`config.mk`:
```
export PLATFORM = sky130hd
export DESIGN_NAME = mmd_decoder
export DESIGN_NICKNAME = d
export VERILOG_FILES = /design/src/mmd_pkg.sv /design/src/mmd_lane.sv /design/src/mmd_decoder.sv
export VERILOG_INCLUDE_DIRS = /design/src /design/src/src
export SDC_FILE = /design/constraint.sdc
export NUM_CORES = 1
export LEC_CHECK = 0
export ABC_AREA = 0
export BUFFER_PORTS_ARGS = -buffer_cell sky130_fd_sc_hd__buf_2
export CORE_AREA = 8 8 209 211
export DETAILED_ROUTE_END_ITERATION = 6
export DIE_AREA = 0 0 217 219
export GPL_ROUTABILITY_DRIVEN = 0
export PLACE_DENSITY = 0.56
export SLEW_MARGIN = 20
export SYNTH_ARGS = -nofsm -noshare
export SYNTH_HDL_FRONTEND = slang
export SYNTH_SLANG_ARGS = --single-unit
```
`constraint.sdc`:
```
create_clock -name i_clk -period 8.7 [get_ports i_clk]
set_input_delay 1.74 -clock i_clk [delete_from_list [all_inputs] [get_ports i_clk]]
set_output_delay 1.74 -clock i_clk [all_outputs]
set_load 0.01 [all_outputs]
```
`src/mmd_cfg.svh`:
```
`ifndef MMD_CFG_SVH
`define MMD_CFG_SVH

// ============================================================
// address map
`define MMD_NVM_BASE      24'h00_0000
`define MMD_NVM_SIZE      24'h02_0000
`define MMD_OPT_BASE      24'h00_0000
`define MMD_RST_VEC_BASE  24'h00_0004
`define MMD_RAM_TOP       24'hff_bfff
`define MMD_RAM_SIZE      24'h00_1000
`define MMD_IO_BASE       24'hff_e000
`define MMD_IO_TOP        24'hff_ffff

// ============================================================
// core control registers inside the i/o region
`define MMD_PCL_BASE      24'hff_e004
`define MMD_SPL_BASE      24'hff_e00c
`define MMD_FLAGS_ADDR    24'hff_e010
`define MMD_CCTL_ADDR     24'hff_e012
`define MMD_PCL_RESET     32'h00ff_ffff
`define MMD_SPL_RESET     32'h0000_0000
`define MMD_FLAGS_RESET   8'h00
`define MMD_CCTL_RESET    8'h00

// ============================================================
// interrupt request block: groups of four bytes
`define MMD_IRQ_BASE      24'hff_e030
`define MMD_IRQ_LAST      24'hff_e03b

// ============================================================
// fill value for unpopulated addresses
`define MMD_EMPTY_BYTE    8'hff

`endif

```
`src/mmd_pkg.sv`:
```
package mmd_pkg;

    // ============================================================
    // access sizes and targets
    typedef enum logic [1:0] {
        SZ_BYTE = 2'h0,
        SZ_WORD = 2'h1,
        SZ_QUAD = 2'h2
    } mmd_size_e;

    typedef enum logic [2:0] {
        TG_NONE = 3'h0,
        TG_NVM  = 3'h1,
        TG_RAM  = 3'h2,
        TG_PER  = 3'h3,
        TG_CTL  = 3'h4
    } mmd_tgt_e;

    // gray coded along idle -> run -> wait -> done
    typedef enum logic [1:0] {
        ST_IDLE = 2'b00,
        ST_RUN  = 2'b01,
        ST_WAIT = 2'b11,
        ST_DONE = 2'b10
    } mmd_st_e;

    // ============================================================
    // carriers
    typedef struct packed {
        logic [23:0] addr;
        mmd_size_e   size;
        logic        we;
        logic        fetch;
        logic [31:0] wdata;
    } mmd_cpu_req_s;

    typedef struct packed {
        logic [23:0] addr;
        logic        we;
        logic        fetch;
        logic [1:0]  be;
        logic [15:0] wdata;
    } mmd_bus_req_s;

    typedef struct packed {
        logic hit;
        logic wide;
    } mmd_per_map_s;

    typedef struct packed {
        logic       hit;
        logic [1:0] group;
        logic [1:0] reg_sel;
    } mmd_irq_sel_s;

    typedef struct packed {
        logic [31:0] pc_limit;
        logic [31:0] sp_limit;
        logic [7:0]  flags;
        logic [7:0]  core_ctl;
    } mmd_ctl_s;

    typedef struct packed {
        mmd_st_e      st;
        mmd_tgt_e     tgt;
        logic [23:0]  cur;
        logic [2:0]   rem;
        logic         we;
        logic         fetch;
        logic         wide;
        logic [1:0]   be;
        logic [15:0]  wd;
        logic [31:0]  wsh;
        logic [31:0]  acc;
        mmd_ctl_s     ctl;
    } mmd_state_s;

endpackage : mmd_pkg

```
`src/mmd_lane.sv`:
```
// ============================================================
// one 16-bit cycle: lane choice, write steering, read pick-up
module mmd_lane
    import mmd_pkg::*;
(
    input  wire logic        i_odd,
    input  wire logic [2:0]  i_rem,
    input  wire logic        i_wide,
    input  wire logic [15:0] i_wtop,
    input  wire logic [15:0] i_lane_rd,
    output logic             o_two,
    output logic [1:0]       o_be,
    output logic [15:0]      o_lane_wd,
    output logic [15:0]      o_rd
);

    // two bytes only on a wide target at an even cursor
    always_comb begin
        o_two = i_wide && !i_odd && (i_rem >= 3'h2);
        if (o_two) begin
            o_be      = 2'b11;
            o_lane_wd = i_wtop;
            o_rd      = i_lane_rd;
        end else if (i_odd) begin
            o_be      = 2'b01;
            o_lane_wd = {8'h00, i_wtop[15:8]};
            o_rd      = {8'h00, i_lane_rd[7:0]};
        end else begin
            o_be      = 2'b10;
            o_lane_wd = {i_wtop[15:8], 8'h00};
            o_rd      = {8'h00, i_lane_rd[15:8]};
        end
    end

endmodule : mmd_lane

```
`src/mmd_decoder.sv`:
```
// Notes on behaviour
// - one flat 24-bit address space
// - byte, word or quad transfers
// - top 8 KB is the i/o region
// - empty i/o reads return ff per byte
// - empty i/o writes change nothing
// - unimplemented peripheral registers act empty
// - ram ends ff_bfff, bottom from size
// - ram serves data and fetches
// - non-volatile memory starts at zero
// - multi-byte data is big endian
// - memory data paths are 16 bits
// - peripherals may be 8 or 16 bits
// - even word one cycle, quad two
// - odd word two cycles, quad three
// - core control registers at i/o bottom
// - core control registers have reset values
// - interrupt block in groups of four
`include "mmd_cfg.svh"

module mmd_decoder
    import mmd_pkg::*;
(
    input  wire logic         i_clk,
    input  wire logic         i_sys_rst,
    input  wire logic         i_req,
    input  wire mmd_cpu_req_s i_cpu,
    output logic              o_busy,
    output logic              o_ack,
    output logic [31:0]       o_rdata,
    output logic              o_mem_req,
    output logic              o_mem_ram,
    output mmd_bus_req_s      o_bus,
    input  wire logic         i_mem_ack,
    input  wire logic [15:0]  i_mem_rdata,
    output logic              o_per_req,
    input  wire mmd_per_map_s i_per_map,
    input  wire logic         i_per_ack,
    input  wire logic [15:0]  i_per_rdata,
    output mmd_irq_sel_s      o_irq_sel,
    output mmd_ctl_s          o_ctl
);

    // ============================================================
    // address decode
    localparam logic [23:0] RAM_BOT = `MMD_RAM_TOP - `MMD_RAM_SIZE
                                      + 24'h00_0001;

    function automatic logic is_ctl(input logic [23:0] a);
        is_ctl = (a[23:2] == `MMD_PCL_BASE >> 2)
              || (a[23:2] == `MMD_SPL_BASE >> 2)
              || (a == `MMD_FLAGS_ADDR)
              || (a == `MMD_CCTL_ADDR);
    endfunction : is_ctl

    // one region per address; gaps fall through to empty
    function automatic mmd_tgt_e tgt_of(input logic [23:0] a);
        if (a >= `MMD_IO_BASE && is_ctl(a)) begin
            tgt_of = TG_CTL;
        end else if (a >= `MMD_IO_BASE) begin
            tgt_of = TG_PER;
        end else if (a >= RAM_BOT && a <= `MMD_RAM_TOP) begin
            tgt_of = TG_RAM;
        end else if (a < `MMD_NVM_BASE + `MMD_NVM_SIZE) begin
            tgt_of = TG_NVM;
        end else begin
            tgt_of = TG_NONE;
        end
    endfunction : tgt_of

    // byte k of a big-endian 32-bit register
    function automatic logic [7:0] be_byte(input logic [31:0] r,
                                           input logic [1:0]  k);
        be_byte = r[8*(3-k) +: 8];
    endfunction : be_byte

    function automatic logic [7:0] ctl_read(input mmd_ctl_s c,
                                            input logic [23:0] a);
        if (a[23:2] == `MMD_PCL_BASE >> 2) begin
            ctl_read = be_byte(c.pc_limit, a[1:0]);
        end else if (a[23:2] == `MMD_SPL_BASE >> 2) begin
            ctl_read = be_byte(c.sp_limit, a[1:0]);
        end else if (a == `MMD_FLAGS_ADDR) begin
            ctl_read = c.flags;
        end else begin
            ctl_read = c.core_ctl;
        end
    endfunction : ctl_read

    // ============================================================
    // state
    mmd_state_s  s;
    mmd_state_s  next_s;
    mmd_tgt_e    tgt_now;
    logic        wide_now;
    logic        two;
    logic [1:0]  be;
    logic [15:0] lane_wd;
    logic [15:0] lane_rd;
    logic [15:0] rd_bytes;
    logic        bus_ack;

    // peripherals outside this variant are claimed by nobody
    always_comb begin
        tgt_now = tgt_of(s.cur);
        if (tgt_now == TG_PER && !i_per_map.hit) begin
            tgt_now = TG_NONE;
        end
        wide_now = (tgt_now == TG_NVM) || (tgt_now == TG_RAM)
                || (tgt_now == TG_PER && i_per_map.wide);
    end

    assign lane_rd = (s.tgt == TG_PER) ? i_per_rdata : i_mem_rdata;
    assign bus_ack = (s.tgt == TG_PER) ? i_per_ack : i_mem_ack;

    mmd_lane u_lane (
        .i_odd     (s.cur[0]),
        .i_rem     (s.rem),
        .i_wide    ((s.st == ST_WAIT) ? s.wide : wide_now),
        .i_wtop    (s.wsh[31:16]),
        .i_lane_rd (lane_rd),
        .o_two     (two),
        .o_be      (be),
        .o_lane_wd (lane_wd),
        .o_rd      (rd_bytes)
    );

    // ============================================================
    // access sequencer: one cycle per lane group until done
    always_comb begin
        logic [7:0] rbyte;
        logic [2:0] nb;
        rbyte  = `MMD_EMPTY_BYTE;
        nb     = two ? 3'h2 : 3'h1;
        next_s = s;
        case (s.st)
            ST_IDLE: begin
                if (i_req) begin
                    next_s.cur   = i_cpu.addr;
                    next_s.we    = i_cpu.we;
                    next_s.fetch = i_cpu.fetch;
                    next_s.acc   = 32'h0000_0000;
                    case (i_cpu.size)
                        SZ_WORD: begin
                            next_s.rem = 3'h2;
                            next_s.wsh = {i_cpu.wdata[15:0], 16'h0000};
                        end
                        SZ_QUAD: begin
                            next_s.rem = 3'h4;
                            next_s.wsh = i_cpu.wdata;
                        end
                        default: begin
                            next_s.rem = 3'h1;
                            next_s.wsh = {i_cpu.wdata[7:0], 24'h00_0000};
                        end
                    endcase
                    next_s.st = ST_RUN;
                end
            end
            ST_RUN: begin
                if (tgt_now == TG_NVM || tgt_now == TG_RAM
                        || tgt_now == TG_PER) begin
                    next_s.tgt  = tgt_now;
                    next_s.wide = wide_now;
                    next_s.be   = be;
                    next_s.wd   = s.we ? lane_wd : 16'h0000;
                    next_s.st   = ST_WAIT;
                end else begin
                    // internal or empty byte finishes in this cycle
                    if (tgt_now == TG_CTL) begin
                        rbyte = ctl_read(s.ctl, s.cur);
                    end
                    if (s.we && tgt_now == TG_CTL) begin
                        if (s.cur[23:2] == `MMD_PCL_BASE >> 2) begin
                            next_s.ctl.pc_limit[8*(3-s.cur[1:0]) +: 8] =
                                s.wsh[31:24];
                        end else if (s.cur[23:2] == `MMD_SPL_BASE >> 2) begin
                            next_s.ctl.sp_limit[8*(3-s.cur[1:0]) +: 8] =
                                s.wsh[31:24];
                        end else if (s.cur == `MMD_FLAGS_ADDR) begin
                            next_s.ctl.flags = s.wsh[31:24];
                        end else begin
                            next_s.ctl.core_ctl = s.wsh[31:24];
                        end
                    end
                    next_s.acc = {s.acc[23:0], rbyte};
                    next_s.cur = s.cur + 24'h00_0001;
                    next_s.rem = s.rem - 3'h1;
                    next_s.wsh = {s.wsh[23:0], 8'h00};
                    next_s.st  = (s.rem == 3'h1) ? ST_DONE : ST_RUN;
                end
            end
            ST_WAIT: begin
                if (bus_ack) begin
                    if (two) begin
                        next_s.acc = {s.acc[15:0], rd_bytes};
                        next_s.wsh = {s.wsh[15:0], 16'h0000};
                    end else begin
                        next_s.acc = {s.acc[23:0], rd_bytes[7:0]};
                        next_s.wsh = {s.wsh[23:0], 8'h00};
                    end
                    next_s.cur = s.cur + {21'h00_0000, nb};
                    next_s.rem = s.rem - nb;
                    next_s.tgt = TG_NONE;
                    next_s.st  = (s.rem == nb) ? ST_DONE : ST_RUN;
                end
            end
            default: begin
                next_s.st = ST_IDLE;
            end
        endcase
    end

    // ============================================================
    // state register; control registers take their reset values
    always_ff @(posedge i_clk or posedge i_sys_rst) begin
        if (i_sys_rst) begin
            s              <= '0;
            s.st           <= ST_IDLE;
            s.tgt          <= TG_NONE;
            s.ctl.pc_limit <= `MMD_PCL_RESET;
            s.ctl.sp_limit <= `MMD_SPL_RESET;
            s.ctl.flags    <= `MMD_FLAGS_RESET;
            s.ctl.core_ctl <= `MMD_CCTL_RESET;
        end else begin
            s <= next_s;
        end
    end

    // ============================================================
    // outputs: handshakes from state, data and addresses from flops
    assign o_busy    = (s.st != ST_IDLE);
    assign o_ack     = (s.st == ST_DONE);
    assign o_rdata   = s.acc;
    assign o_mem_req = (s.st == ST_WAIT)
                    && (s.tgt == TG_NVM || s.tgt == TG_RAM);
    assign o_mem_ram = (s.tgt == TG_RAM);
    assign o_per_req = (s.st == ST_WAIT) && (s.tgt == TG_PER);
    assign o_ctl     = s.ctl;

    // bus carries the cursor; memories use the even word address
    always_comb begin
        o_bus.addr  = s.cur;
        o_bus.we    = s.we;
        o_bus.fetch = s.fetch;
        o_bus.be    = s.be;
        o_bus.wdata = s.wd;
    end

    // interrupt block: group from bits 3:2, register from bits 1:0
    always_comb begin
        o_irq_sel.hit     = (s.cur >= `MMD_IRQ_BASE)
                         && (s.cur <= `MMD_IRQ_LAST);
        o_irq_sel.group   = s.cur[3:2];
        o_irq_sel.reg_sel = s.cur[1:0];
    end

endmodule : mmd_decoder

```
==> key figures, run 1 <==
GRT
  – GRT Max-Usage Layer: met2
  – Largest net degree at the start of global routing: approximately 120
  – GRT Residual Overflow: 0
  – GRT Total Usage: 0.180
  – Met1 usage: 0.222
  – M3 GR Usage: 0.0604
  – Antenna violations before repair: 1
  – Met2 GRT Util: 0.294
  – Vias in the first global route: slightly above 10,000
  – First-pass GRT wire length: approximately 66,000 um

Layout
  – Layout area overhead: 10.2%
  – Multi-input logic area: about 5400 um^2
  – Most frequent cells in the layout: buf_2, nand2_1, dfrtp_1, o21ai_0, nor2_1
  – Final Cell Area: around 13,000 um^2
  – Commonest non-fill, non-tap cell in the layout: buf_2
  – Non-Filler Instances: around 1,900
  – Nets: 1,486
  – Seq. cell area: slightly below 5000 um^2
  – Finished Core Util: 0.327
  – Number of fill cells: 4,282
  – Antenna cells: 0
  – Share of cells above drive strength 1: 0.294

STA
  – RSZ-0062 raised after global routing: false
  – Hold WS: between 0.4 and 0.5 ns
  – Setup violators final: 0
  – Worst-margin pin slew: between 1 and 1.5 ns
  – Worst relative slew slack: 0.238
  – Fin. Hold Viols: 0
  – Fin crit share: 0.523
  – Final worst slack: around 4.2 ns
  – Final Critical Period: 4.55 ns
  – Fmax achieved: 220 MHz
  – Setup_tns: 0 ns
  – Worst clock skew: around 0.013 ns
  – Max-slew violation count: 0

Hold path
  – Hold path startpoint: o_bus[8]
  – Worst hold path type: reg -> reg
  – Hold depth: 2
  – Hold Path End: o_bus[8]

Power and ir drop
  – Clk pwr share: 0.206
  – Switching share of power: 0.454
  – Peak VDD IR: about 0.00014 V
  – Logic pwr share: 0.423
  – Pint: between 2 and 2.5 mW
  – Static Leakage: about 6.0 nW
  – Flop pwr share: 0.371
  – Switching power total: 1.85 mW
  – Overall power: ~4 mW
  – Cell area power density: ~310 nW/um^2

Detailed routing
  – DRT iter0 DRCs: 852
  – Pre-antenna DRT Iters: 7
  – Final WL: between 40,000 and 50,000 um
  – Drt drc: 9
  – DRT antenna net count: 0
  – Vias post-DR: 10,216
  – Wire length per cell: 23.0 um
  – Vias/cell: between 5 and 6

Placement
  – Buffers on Ports: 264
  – Post-DP HPWL: 33,600 um
  – Placed cell count: ~1,900
  – Place WS: between 4 and 5 ns
  – Placement Cell Area: between 10,000 and 15,000 um^2

Clock tree
  – H-tree depth: 4
  – Post_cts resized: 0
  – Worst skew pair latency: approximately 0.45 ns
  – CTS tree: done
  – CTS Root Buffer Type: clkbuf_16
  – Postcts setup bufs: 0
  – Hold buffers post-CTS: 0
  – Clock sinks: roughly 200
  – Clock tree buffer depth: 2
  – Num CTS Buffers: 17
  – CTS clock-pin slew for the worst setup and hold paths: about 0.08 ns

Synth
  – Seq/Total Area, Yosys: 0.414
  – Largest cells by area after synthesis: dfrtp_1, buf_4, nand2_1, dfstp_2, o21ai_0
  – Async SR Flop Fraction: 1.00
  – #FFs+latches synth: 197
  – Post-Syn Nets: approximately 1,400
  – Ys flop type: dfrtp_1
  – Synth warn: 0
  – Synth top area share: 0.362
  – Synthesized area: 12,000 um^2
  – Post-synth EDFFs: 0
  – Mapped Avg Cell Area: slightly above 9 um^2
  – Largest area contributor in the netlist: dfrtp_1
  – Mapped Cells: roughly 1,300
  – Yosys cell types: between 70 and 80

Die
  – Die Y-Extent: 219 um
  – Row cnt: 74
  – Starting Density: 0.297
  – Core Region: 40,400 um^2
  – Die Wd: around 220 um
  – Die area: roughly 48,000 um^2
  – Top Ports: roughly 270

Run status
  – Outcome: finished with violations
  – Failing checks: design-rule violations

Setup path
  – FF-to-FF path depth: 11
  – WS Path Type: reg -> out
  – CP required: about 7.0 ns
  – Reg-to-Reg Start: s[195]
  – RR Endpoint: o_bus[38]
  – Arrival time worst endpoint: between 2 and 3 ns
  – CP max FO: 15
  – Crit start category: flip-flop
  – Reg2reg setup slack: between 4 and 5 ns
  – CP endpoint kind: output port

Flow run
  – Max Cap Viol: 0
[power by group through the flow]
stage	Combinational [mW]	Clock, mW	Sequential [mW]
after floorplan	1.44	0	1.35
after global placement	1.70	0	1.52
after detailed placement	1.72	0	1.53
after CTS	1.73	0.861	1.51
after global routing	1.91	0.891	1.55
final	1.72	0.840	1.51
[cell families after synthesis]
| group | Yosys count | synth area share |
|---|---|---|
| flip-flops | 197 | 0.414 |
| AO/OA/AOI/OAI | 334 | 0.184 |
| AND/OR/NAND/NOR | 446 | 0.181 |
| buffers and inverters | 265 | 0.136 |
| multiplexers | 55 | 0.0680 |
| XOR/XNOR | 2 | 0.00146 |
| adder cells (fa/ha/maj) | 15 | 0.0163 |
[layer usage]
layer	vias to the layer above	wire length [um]
li1	4673	-
met1	5101	18100
met2	383	20700
met3	59	4000
met4	0	1220
met5	-	0
[layout make-up]
cell class / count / share of cell area
tap: 532 / 0.0504
sequential: 197 / 0.376
clock buffer: 20 / 0.0354
timing repair buffer: 277 / 0.107
multi-input combinational: 852 / 0.412
clock inverter: 12 / 0.0106
inverter: 27 / 0.00825
[cells in the mapped netlist, types with 22 or more instances]
cell and count:
a21oi_1 54, nand3_1 59, nor3_1 22, o21ai_0 119, nand2_1 202, dfstp_2 24
inv_1 27, dfrtp_1 173, clkbuf_1 56, a22oi_1 34, buf_4 161, nor2_1 70
[worst max path at each step]
stage | start | to | cells past startpoint
after floorplan | i_sys_rst | asynchronous set/reset pin | 1
after global placement | i_req | o_bus[43] | 8
after detailed placement | i_req | o_bus[43] | 8
after CTS | o_bus[39] | o_irq_sel[4] | 4
after global routing | s[195] | o_bus[40] | 12
final | o_bus[39] | o_irq_sel[4] | 4
[critical path: stages (launching register included)]
cell and delay [ns]:
dfrtp_1 0.64, nand4_2 0.26, or4_1 0.91, nor3_1 0.36
buf_2 0.19
Note: power is estimated with default switching activity, not from simulation.
==> run 2: changes to the inputs <==
- clock period: 8.7 -> 4.47 ns (I/O delays scaled with it)
==> key figures, run 2 (synthesis results as in run 1) <==
Run status
  – Outcome: finished with violations (unchanged)
  – Failing checks: design-rule violations (unchanged)

STA
  – RSZ-0062 raised after global routing: false (unchanged)
  – Fmax achieved: between 200 and 300 MHz
  – Final Critical Period: around 3.7 ns
  – Worst-margin pin slew: 0.964 ns (was 1.14 ns)
  – Fin. Hold Viols: 0 (unchanged)
  – Fin crit share: 0.825
  – Setup_tns: 0 ns (unchanged)
  – Final worst slack: 0.781 ns (was 4.15 ns)
  – Hold WS: 0.461 ns (was 0.472 ns)
  – Setup violators final: 0 (unchanged)
  – Worst clock skew: 0.0185 ns (was 0.0127 ns)
  – Worst relative slew slack: 0.358 (was 0.238)
  – Max-slew violation count: 0 (unchanged)

Setup path
  – CP endpoint kind: output port (unchanged)
  – Worst Setup SP: o_bus[39] (unchanged)
  – Max stage delay cell, worst path: or4_1 (unchanged)
  – Reg-to-Reg Start: o_bus[21] (was s[195])
  – CP required: 3.58 ns (was 6.96 ns)
  – RR Endpoint: o_ctl[4] (was o_bus[38])
  – FF-to-FF path depth: 8 (was 11)
  – CP max FO: 15 (unchanged)
  – Worst path max stage delay: 0.89 ns (was 0.91 ns)
  – Crit start category: flip-flop (unchanged)
  – WS Path Type: reg -> out (unchanged)
  – Reg2reg setup slack: 0.90 ns (was 4.36 ns)
  – Critical Path, Cell by Cell: nand4_2 > or4_1 > nor3_1 > buf_2 (unchanged)
  – Arrival time worst endpoint: 2.80 ns (was 2.81 ns)

Placement
  – Placed cell count: 1,894 (was 1,885)
  – Place WS: 0.968 ns (was 4.37 ns)
  – Post-DP HPWL: 34,100 um (was 33,600 um)
  – Placement Cell Area: 12,700 um^2 (was 12,600 um^2)
  – Buffers on Ports: 264 (unchanged)

Die
  – Die Wd: 217 um (unchanged)
  – Row cnt: 74 (unchanged)
  – Die area: 47,500 um^2 (unchanged)
  – Starting Density: 0.297 (unchanged)
  – Die Y-Extent: 219 um (unchanged)
  – Core Region: 40,400 um^2 (unchanged)
  – Top Ports: 265 (unchanged)

Layout
  – Layout area overhead: 10.5% (was 10.2%)
  – Non-Filler Instances: 1,927 (was 1,917)
  – Final Cell Area: 13,200 um^2 (about the same)
  – Most frequent cells in the layout: buf_2, nand2_1, dfrtp_1, o21ai_0, nor2_1 (unchanged)
  – Commonest non-fill, non-tap cell in the layout: buf_2 (unchanged)
  – Share of cells above drive strength 1: 0.298 (was 0.294)
  – Nets: 1,495 (was 1,486)
  – Finished Core Util: 0.328 (was 0.327)

Clock tree
  – CTS tree: done (unchanged)
  – Num CTS Buffers: 17 (unchanged)
  – CTS clock-pin slew for the worst setup and hold paths: 0.07 ns (was 0.08 ns)
  – Clock sinks: 197 (unchanged)
  – Clock tree buffer depth: 2 (unchanged)
  – H-tree depth: 4 (unchanged)
  – CTS Root Buffer Type: clkbuf_16 (unchanged)
  – Worst skew pair latency: 0.45 ns (about the same)
  – Postcts setup bufs: 0 (unchanged)
  – Post_cts resized: 0 (unchanged)
  – Hold buffers post-CTS: 0 (unchanged)

Detailed routing
  – Wire length per cell: 23.0 um (about the same)
  – DRT antenna net count: 0 (unchanged)
  – Drt drc: 5 (was 9)
  – Final WL: 44,300 um (was 44,000 um)
  – DRT iter0 DRCs: 880 (was 852)
  – Vias/cell: 5.29 (was 5.33)
  – Pre-antenna DRT Iters: 7 (unchanged)
  – Vias post-DR: 10,195 (was 10,216)

GRT
  – GRT Total Usage: 0.183 (was 0.180)
  – GRT Residual Overflow: 0 (unchanged)
  – Largest net degree at the start of global routing: 119 (was 122)
  – First-pass GRT wire length: 66,600 um (was 65,800 um)
  – Antenna violations before repair: 2 (was 1)
  – Vias in the first global route: 10,332 (was 10,186)

Power and ir drop
  – Overall power: 7.90 mW (was 4.08 mW)
  – Peak VDD IR: 0.000296 V (was 0.000139 V)
  – Cell area power density: 597 nW/um^2 (was 309 nW/um^2)
  – Static Leakage: 6.04 nW (was 6.02 nW)

Hold path
  – Hold path startpoint: o_bus[10] (was o_bus[8])
  – Hold Path End: o_bus[10] (was o_bus[8])
  – Worst hold path type: reg -> reg (unchanged)
  – Hold depth: 2 (unchanged)

Flow run
  – Max Cap Viol: 0 (unchanged)
==> run 2: where the power goes <==
part	total, mW	switching (mW)	internal (mW)
combinational	3.42	2.18	1.24
sequential	2.93	0.688	2.24
clock	1.56	0.765	0.795
total	7.90	3.63	4.28
==> run 2: worst max-delay path by stage <==
stage	to	slack [ns]	cells past startpoint
final	o_irq_sel[4]	0.78	4
after global routing	o_irq_sel[4]	0.60	4
after CTS	o_irq_sel[4]	0.77	4
after detailed placement	o_ctl[2]	0.97	8
after global placement	o_ctl[1]	1.04	8
after floorplan	s[166]	0.75	15
==> run 2: area by class of cell <==
cell class / count / area, um^2
clock buffer: 19 / 443
sequential: 197 / 4960
fill: 4282 / 27100
timing repair buffer: 286 / 1500
clock inverter: 13 / 123
multi-input combinational: 852 / 5430
antenna: 1 / 2.50
inverter: 27 / 105
tap: 532 / 666
==> run 2: critical path, delay by kind of cell (launching register included) <==
kind / cells / cell delay [ns]
simple gates: 3 / 1.54
buf+inv: 1 / 0.20
flops: 1 / 0.62
==> run 2: routing by layer <==
| metal | vias to the layer above | track usage | part of all wire |
|---|---|---|---|
| li1 | 4722 | - | - |
| met4 | 2 | 0.0566 | 0.023 |
| met5 | - | 0 | 0.00018 |
| met2 | 361 | 0.301 | 0.48 |
| met1 | 5066 | 0.227 | 0.41 |
| met3 | 44 | 0.0574 | 0.084 |
